**config.mk**
```make
export PLATFORM = sky130hd
export DESIGN_NAME = bkc_top
export DESIGN_NICKNAME = d
export VERILOG_FILES = /design/src/bkc_pkg.sv /design/src/bkc_top.sv /design/src/bkc_cmp.sv
export SDC_FILE = /design/constraint.sdc
export NUM_CORES = 1
export LEC_CHECK = 0
export ABC_AREA = 1
export BUFFER_PORTS_ARGS = -buffer_cell sky130_fd_sc_hd__buf_2
export CELL_PAD_IN_SITES_DETAIL_PLACEMENT = 0
export CELL_PAD_IN_SITES_GLOBAL_PLACEMENT = 1
export CORE_MARGIN = 3
export CORE_UTILIZATION = 31
export CTS_CLUSTER_DIAMETER = 200
export DETAILED_ROUTE_END_ITERATION = 16
export PLACE_DENSITY_LB_ADDON = 0.1
export SLEW_MARGIN = 30
export SYNTH_ARGS = -nofsm -noshare
export SYNTH_HDL_FRONTEND = slang
export SYNTH_HIERARCHICAL = 1
export SYNTH_SLANG_ARGS = --single-unit
export TNS_END_PERCENT = 10
```
**constraint.sdc**
```tcl
create_clock -name mclk -period 3.25 [get_ports mclk]
set_input_delay 0.325 -clock mclk [delete_from_list [all_inputs] [get_ports mclk]]
set_output_delay 0.325 -clock mclk [all_outputs]
set_load 0.1 [all_outputs]
```
**src/bkc_pkg.sv**
```systemverilog
// Purpose: shared constants and types for the breakpoint comparator
// Assumes: 8-bit register port, 16-bit core address and data buses
// Notes:   byte offsets are the register addresses seen by software
package bkc_pkg;
   // =====================================================================
   // register map
   localparam logic [7:0] BKC_CTL0_OFS = 8'h20;
   localparam logic [7:0] BKC_CTL1_OFS = 8'h21;
   localparam logic [7:0] BKC_AHI_OFS  = 8'h22;
   localparam logic [7:0] BKC_ALO_OFS  = 8'h23;
   localparam logic [7:0] BKC_DHI_OFS  = 8'h24;
   localparam logic [7:0] BKC_DLO_OFS  = 8'h25;
   localparam logic [7:0] BKC_STAT_OFS = 8'h26;
   localparam logic [7:0] BKC_RST_VAL  = 8'h00;
   // writable bits; the rest are fixed zero
   localparam logic [7:0] BKC_CTL0_MASK = 8'hEC;
   localparam logic [7:0] BKC_CTL1_MASK = 8'h7F;
   // =====================================================================
   // field positions
   localparam int C0_MODE_HI = 7;
   localparam int C0_MODE_LO = 6;
   localparam int C0_PM      = 5;
   localparam int C0_RANGE1  = 3;
   localparam int C0_RANGE0  = 2;
   localparam int C1_DBE     = 6;
   localparam int C1_MBH     = 5;
   localparam int C1_MBL     = 4;
   localparam int C1_RWE1    = 3;
   localparam int C1_RW1     = 2;
   localparam int C1_RWE0    = 1;
   localparam int C1_RW0     = 0;
   localparam int ST_HIT0    = 0;
   localparam int ST_HIT1    = 1;
   localparam int ST_PEND    = 2;
   localparam int ST_W       = 3;
   // =====================================================================
   // types
   typedef enum logic [1:0] {
      BKC_OFF      = 2'h0,
      BKC_SWI_DUAL = 2'h1,
      BKC_DBG_FULL = 2'h2,
      BKC_DBG_DUAL = 2'h3
   } bkc_mode_e;

   typedef struct packed {
      logic [15:0] addr;
      logic [15:0] data;
      logic        rd;
      logic        valid;
      logic        fetch;
   } bkc_bus_s;

   typedef struct packed {
      logic [7:0]      ctl0;
      logic [7:0]      ctl1;
      logic [7:0]      ahi;
      logic [7:0]      alo;
      logic [7:0]      dhi;
      logic [7:0]      dlo;
      logic [ST_W-1:0] stat;
      logic            tag_swi;
      logic            tag_req;
      logic            swi_req;
      logic            dbg_req;
      logic [7:0]      rdata;
   } bkc_state_s;
endpackage : bkc_pkg

```
**src/bkc_top.sv**
```systemverilog
// Purpose: hardware breakpoint comparator watching the core bus
// Assumes: core bus, debug flags and register port all on mclk
// Notes:   program breakpoints go out as a tag and break when the core
//          reports the tagged opcode at the queue head
`timescale 1ns/1ns
module bkc_top
   import bkc_pkg::*;
(
   // clock and reset
   input  wire logic       mclk,
   input  wire logic       sys_rst,
   // register port
   input  wire logic [7:0] reg_addr,
   input  wire logic [7:0] reg_wdata,
   input  wire logic       reg_wr,
   input  wire logic       reg_rd,
   output logic      [7:0] reg_rdata,
   // core bus and queue
   input  wire bkc_bus_s   cpu_bus,
   input  wire logic       instr_boundary,
   input  wire logic       tag_at_head,
   // debug unit
   input  wire logic       dbg_active,
   input  wire logic       dbg_enable,
   // requests
   output logic            tag_req,
   output logic            swi_req,
   output logic            dbg_req
);
   // =====================================================================
   // state
   bkc_state_s st_ff;
   bkc_state_s nxt_st;

   bkc_mode_e  mode;
   logic       dual;
   logic       prog;
   logic       dbe;
   logic       qual;
   logic [1:0] cmp_match;
   logic [7:0] c_hi [2];
   logic [7:0] c_lo [2];
   logic [1:0] c_hien;
   logic [1:0] c_loen;
   logic [1:0] c_rwen;
   logic [1:0] c_rwv;
   logic [15:0] c_val [2];
   logic       hit0;
   logic       hit1;
   logic       hit;

   assign mode = bkc_mode_e'(st_ff.ctl0[C0_MODE_HI:C0_MODE_LO]);
   assign dual = (mode == BKC_SWI_DUAL) || (mode == BKC_DBG_DUAL);
   // swi dual always behaves as program-only whatever the bit says
   assign prog = st_ff.ctl0[C0_PM] || (mode == BKC_SWI_DUAL);
   assign dbe  = st_ff.ctl1[C1_DBE];
   // nothing counts during firmware execution or outside bus cycles
   assign qual = cpu_bus.valid && !dbg_active && (mode != BKC_OFF)
               && (!prog || cpu_bus.fetch);

   // =====================================================================
   // compare setup per breakpoint
   always_comb begin
      c_hi[0]   = st_ff.ahi;
      c_lo[0]   = st_ff.alo;
      c_val[0]  = cpu_bus.addr;
      c_hien[0] = 1'b1;
      c_loen[0] = st_ff.ctl0[C0_RANGE0];
      // direction ignored in swi dual and for program breaks
      c_rwen[0] = st_ff.ctl1[C1_RWE0] && !prog;
      c_rwv[0]  = st_ff.ctl1[C1_RW0];
      c_hi[1]   = st_ff.dhi;
      c_lo[1]   = st_ff.dlo;
      c_rwv[1]  = st_ff.ctl1[C1_RW1];
      if (mode == BKC_DBG_FULL) begin
         c_val[1]  = cpu_bus.data;
         c_hien[1] = !st_ff.ctl1[C1_MBH];
         c_loen[1] = !st_ff.ctl1[C1_MBL];
         c_rwen[1] = 1'b0;
      end else begin
         c_val[1]  = cpu_bus.addr;
         c_hien[1] = 1'b1;
         c_loen[1] = st_ff.ctl0[C0_RANGE1];
         c_rwen[1] = st_ff.ctl1[C1_RWE1] && !prog;
      end
   end

   generate
      for (genvar g = 0; g < 2; g++) begin : g_cmp
         bkc_cmp u_cmp (
            .ref_hi (c_hi[g]),
            .ref_lo (c_lo[g]),
            .hi_en  (c_hien[g]),
            .lo_en  (c_loen[g]),
            .rw_en  (c_rwen[g]),
            .rw_val (c_rwv[g]),
            .value  (c_val[g]),
            .bus_rd (cpu_bus.rd),
            .match  (cmp_match[g])
         );
      end
   endgenerate

   // =====================================================================
   // match decision; no access size bit exists, so size never qualifies
   always_comb begin
      // full mode with DBE set: the data compare must agree in the same cycle
      hit0 = qual && cmp_match[0]
           && (dual || !dbe || cmp_match[1]);
      hit1 = qual && dual && dbe && cmp_match[1];
      hit  = hit0 || hit1;
   end

   // =====================================================================
   // next state
   always_comb begin
      nxt_st         = st_ff;
      nxt_st.tag_req = 1'b0;
      nxt_st.swi_req = 1'b0;
      nxt_st.dbg_req = 1'b0;
      nxt_st.rdata   = BKC_RST_VAL;

      // program breaks tag the fetch; the kind rides with the tag
      if (hit && prog) begin
         nxt_st.tag_req = 1'b1;
         nxt_st.tag_swi = (mode == BKC_SWI_DUAL);
      end

      if (tag_at_head) begin
         if (st_ff.tag_swi) begin
            nxt_st.swi_req = 1'b1;
         end else if (dbg_enable && !dbg_active) begin
            nxt_st.dbg_req = 1'b1;
         end
      end

      // data breaks wait for the instruction boundary; no lockout after
      // one, so a recurring match breaks again
      if (instr_boundary && st_ff.stat[ST_PEND]) begin
         nxt_st.stat[ST_PEND] = 1'b0;
         if (dbg_enable && !dbg_active) begin
            nxt_st.dbg_req = 1'b1;
         end
      end
      if (hit && !prog) begin
         nxt_st.stat[ST_PEND] = 1'b1;
      end

      // register writes
      if (reg_wr) begin
         case (reg_addr)
            BKC_CTL0_OFS: nxt_st.ctl0 = reg_wdata & BKC_CTL0_MASK;
            BKC_CTL1_OFS: nxt_st.ctl1 = reg_wdata & BKC_CTL1_MASK;
            BKC_AHI_OFS:  nxt_st.ahi  = reg_wdata;
            BKC_ALO_OFS:  nxt_st.alo  = reg_wdata;
            BKC_DHI_OFS:  nxt_st.dhi  = reg_wdata;
            BKC_DLO_OFS:  nxt_st.dlo  = reg_wdata;
            BKC_STAT_OFS: begin
               // write one clears a hit flag
               if (reg_wdata[ST_HIT0]) nxt_st.stat[ST_HIT0] = 1'b0;
               if (reg_wdata[ST_HIT1]) nxt_st.stat[ST_HIT1] = 1'b0;
            end
            default: ;
         endcase
      end
      // a hit in the clearing cycle wins
      if (hit0) nxt_st.stat[ST_HIT0] = 1'b1;
      if (hit1) nxt_st.stat[ST_HIT1] = 1'b1;

      // register reads, data stand the following cycle
      if (reg_rd) begin
         case (reg_addr)
            BKC_CTL0_OFS: nxt_st.rdata = st_ff.ctl0;
            BKC_CTL1_OFS: nxt_st.rdata = st_ff.ctl1;
            BKC_AHI_OFS:  nxt_st.rdata = st_ff.ahi;
            BKC_ALO_OFS:  nxt_st.rdata = st_ff.alo;
            BKC_DHI_OFS:  nxt_st.rdata = st_ff.dhi;
            BKC_DLO_OFS:  nxt_st.rdata = st_ff.dlo;
            BKC_STAT_OFS: nxt_st.rdata = {5'h00, st_ff.stat};
            default:      nxt_st.rdata = BKC_RST_VAL;
         endcase
      end
   end

   always_ff @(posedge mclk) begin
      if (sys_rst) begin
         st_ff <= '0;
      end else begin
         st_ff <= nxt_st;
      end
   end

   assign reg_rdata = st_ff.rdata;
   assign tag_req   = st_ff.tag_req;
   assign swi_req   = st_ff.swi_req;
   assign dbg_req   = st_ff.dbg_req;
endmodule : bkc_top

```
**src/bkc_cmp.sv**
```systemverilog
// Purpose: one 16-bit byte-qualified compare with optional direction check
// Assumes: all inputs from the same clock domain, purely combinational
// Notes:   a disabled byte or direction check counts as matching
`timescale 1ns/1ns
module bkc_cmp
   import bkc_pkg::*;
(
   // reference
   input  wire logic [7:0]  ref_hi,
   input  wire logic [7:0]  ref_lo,
   input  wire logic        hi_en,
   input  wire logic        lo_en,
   input  wire logic        rw_en,
   input  wire logic        rw_val,
   // observed bus
   input  wire logic [15:0] value,
   input  wire logic        bus_rd,
   // result
   output logic             match
);
   always_comb begin
      match = (!hi_en || value[15:8] == ref_hi)
            && (!lo_en || value[7:0] == ref_lo)
            && (!rw_en || bus_rd == rw_val);
   end
endmodule : bkc_cmp

```
# [Word-level counts from Yosys, hierarchy flattened]
# Cells that the tools add are included.
[op_classes] n_eq_ne=16 mux=20 bitwise=2 n_reduce_logical=57
[op_table] cell="8-bit by 6-bit equality test with 1-bit output, second input constant" count=7
[op_table] cell="8-bit case mux with 7 select lines" count=1
[op_table] cell="8-bit equality test" count=4
[op_table] cell="1-bit logical AND" count=18
[op_table] cell="1-bit two-way mux" count=16
[op_table] cell="16-bit two-way mux" count=1
[op_table] cell="2-bit nonzero test" count=8
[op_table] cell="2-bit AND reduction" count=6
[op_table] cell="1-bit logical OR" count=11
[op_table] cell="1-bit zero test" count=10
[op_table] cell="3-bit AND reduction" count=2
[op_table] cell="2-bit equality test, second input constant" count=2
[op_table] cell="2-bit two-way mux" count=2
[op_table] cell="2-bit OR reduction" count=2
[op_table] cell="1-bit equality test" count=2
[op_table] cell="2-bit by 1-bit equality test with 1-bit output, second input constant" count=1
[op_table] cell="1-bit inverter" count=2
[word_totals] ff_bits=59 inputBits=59 out_inout_bits=11 wordCells=109

# [Logic depth before layout (Yosys ltp)]
[logic_depth] word_depth=13 mapped_depth=22 ltp_nobuf=21

# [Hierarchy]
# Netlist, hierarchy kept.
[by_module_without_submodules] module="bkc_top" n_inst=1 cells_each=430 area_each_um2=3035.4 seq_area_each_um2=1181.1
[by_module_without_submodules] module="bkc_cmp" n_inst=2 cells_each=72 area_each_um2=310.3 seq_area_each_um2=0.0

# [Worst setup path after synthesis]
# Ideal clock, no wire load.
[synth_timing] kind="register to register" startpoint="reg st_ff (netlist bit mode[0])" endpoint="reg st_ff[11] (netlist bit)" setup_ns=0.132 t_arrival_ns=2.116 required_ns=3.118 path_slack_ns=1.002 path_stages_with_launch=23 path_buffers=2 period_less_slack_ns=2.248 cell_sequence="dfxtp_1 buf_2 nor2_2 inv_2 buf_2 nand2_1 nand2_1 inv_1 nand2_1 nand2_1 nand2_1 nor2_1 nand2_1 nand2_1 nand2_1 nor2_1 inv_1 nand2_1 nand2_1 a21oi_2 nand2_1 nand2_1 a21oi_1"
[synth_lines] item="start: declaration" line_no="bkc_top.sv:32" text="bkc_state_s st_ff;"
[synth_lines] item="start signal: assignment" line_no="bkc_top.sv:189" text="st_ff <= nxt_st;"

==> flow_summary.ini <==
[sta]
fin_skew_ps = 5.697
worstMarginPinSlew_ps = 606.5
drv_slew = 0
min_period_over_period = 0.7671
tns_ps = 0
finalWorstSetupSlack_ps = 756.9
slew_headroom = 0.5952
min_period_ps = 2493
whs_ps = 222.9
grt_setup_unrepaired = false
setup_viol = 0
hold_violations = 0
timing.fmax_ghz = 0.4011

[yosys]
synth_area_mm2 = 0.003656
ys_types = 32
ys_warn_count = 6
syn-instance-count = 574
ys_ff_latch = 59
avgSynthCellArea_um2 = 6.369
synthAdderAreaFrac = 0
synth.top_cells.by_area = dfxtp_1, nand2_1, inv_1
synth.yosys.seq_area_share = 0.3231
synth_top_family_by_area = simple AND/OR/NAND/NOR gates
synth_compound_area_frac = 0.1194
synth-xor-area-share = 0.03833
synth.largest_area_cell = dfxtp_1
syn-num-nets = 633
yosys.area_share.simple = 0.3823
yosysTopAreaCellShare = 0.3231
muxShareOfSynthArea = 0

[worst_setup_path]
required_ps = 3460
rrSetupSlack_ps = 760
critPathMostFrequentCell = nand2_1
path_cells = inv_1, nor2_2, buf_4, nand2_1, nand2_1, inv_1, nand2_1, nand2_1, nor2_1, nand2_1, nor2_1, nor2_1, nor2_1, inv_1, nand2_1, nand2_1, a21oi_2, nand2_1, nand2_1, a21oi_1
end_kind = register
reg2reg_to = st_ff[11]
critPathMaxFanout = 17
path_delay_family = simple AND/OR/NAND/NOR gates
worstReg2RegStart = mode[1]
reg2reg_depth = 20
cp_num_cells = 20
crit_buf_inv = 4
critical_path_class = reg2reg
cpMaxStageDelayCell = dfxtp_1
arrival_ps = 2710
worstSetupStartpoint = mode[1]
cp-start-kind = register
crit_end = st_ff[11]
critPathMaxStageDelay_ps = 330

[clock_tree]
clock-sinks = 59
cts_resized = 0
path_clk_slew_ps = 60
htree_levels = 3
cts_root_buf = clkbuf_16
post-cts-setup-buffers = 0
cts_made_buffers = 9
cts_tree = built
clk_path_buf_depth = 2
hold_buffers = 0
clk_latency_ps = 330

[drt]
wl_per_cell_um = 15.32
m1WireLength_mm = 5.579
drt_iter0_markers = 219
drtPass1Iterations = 4
drcViolationCount = 0
wl_met2_mm = 5.393
dr_total_vias = 3646
met3_length_um = 738
viasPerCell = 4.674
dr.max_layer_used = met4
final_antenna_net_count = 0
totalWireLength_mm = 11.95

[finish]
final_cell_mix = nand2_1, inv_1, buf_2
layout.nets = 691
finalNonFillerCells = 780
area_growth_pct = 19.27
diodes = 0
layout_commonest_cell = nand2_1
drive_above_1_share = 0.1852

[grt]
grt_max_degree = 51
grt_util_all_layers = 0.1879
overflow = 0
antenna_found_initial = 0
grt_pass1_vias = 3455
grt_pass1_wl_mm = 18.72

[run]
cap_violations = 0

[die]
rows = 39
die_w_um = 114.6
die_height_um = 114.6
core-area_mm2 = 0.01147
start_util = 0.3188
dieArea_mm2 = 0.01313
num_io_pins = 70

[placed_design]
routabilityCongestion = 0.8223
hpwlAfterDp_mm = 8.877
portBuffers = 69
place_ws_ps = 749.4
place_inst = 764

[run_status]
run_status = finished clean

[power_and_ir_drop]
p_total_w = 0.002006
p_per_area_mw_per_mm2 = 460.1
ir_worst_vdd_uv = 285.9
power.leakage_nw = 1.959

[worst_hold_path]
holdCritPathClass = in2reg
Yosys cell counts, drive strengths merged:
cell	count
clkinv	4
o21ai	34
nor2	59
nand3	61
nand2	183
xor2	10
dfxtp	59
a21oi	48
inv	76
xnor2	6
nor3	3
conb	1
nand4	4
a22oi	1
clkbuf	5
buf	20
metrics by stage:
step / cell area (µm²) / util
2_1_floorplan: 3656 / -
3_3_place_gp: 4018 / 0.3504
3_5_place_dp: 4018 / 0.3504
4_1_cts: 4360 / 0.3803
5_1_grt: 4360 / 0.3803
6_report: 4360 / 0.3803
final cells by class:
class                           instances  area (µm²)
Clock buffer                           11       242.7
Sequential cell                        59        1181
Inverter                               80       311.5
Multi-Input combinational cell        410        1978
Clock inverter                          5       100.1
Tap cell                              143       178.9
Timing Repair Buffer                   72       367.9
Fill cell                            1299        7107
registers in the layout (all words and copies together), names as in the netlist:
| register | count |
|---|---|
| c_hi | 16 |
| reg_rdata | 8 |
| c_lo | 16 |
| st_ff | 10 |
| dbg_req | 1 |
| dbe | 1 |
| swi_req | 1 |
| mode | 2 |
| c_rwv | 2 |
| tag_req | 1 |
| c_loen | 1 |
worst reg2reg max path: cells and delay by family (launching register included):
kind / cells / cell delay (ps)
buf+inv: 4 / 510
compound gates: 2 / 210
simple gates: 14 / 1330
flops: 1 / 330
metal layers:
metal / vias up / GRT usage
met1: 1609 / 0.2582
met3: 14 / 0.02326
li1: 1920 / -
met5: - / 0
met4: 0 / 0.07047
met2: 103 / 0.3003
worst min-delay path by stage:
stage,from,end,slack (ps),cells after the start
6_report,tag_at_head,swi_req,220,3
5_1_grt,tag_at_head,swi_req,240,3
3_5_place_dp,st_ff[11],swi_req,450,2
4_1_cts,tag_at_head,swi_req,220,3
2_1_floorplan,sys_rst,c_hi[1],390,1
3_3_place_gp,st_ff[11],swi_req,450,2
power by group:
| part | switching, W | total [W] | internal, W |
|---|---|---|---|
| clock network | 0.000345 | 0.00111 | 0.000767 |
| registers | 0.00000116 | 0.000726 | 0.000725 |
| logic | 0.000110 | 0.000168 | 0.0000575 |
| total | 0.000456 | 0.00201 | 0.00155 |
logic make-up after synthesis:
kind of cell    Yosys count
xor+xnor                 16
simple gates            310
compound gates           83
buf+inv                 105
other cells               1
flops                    59
No activity file was read; power rests on OpenSTA's default activity.
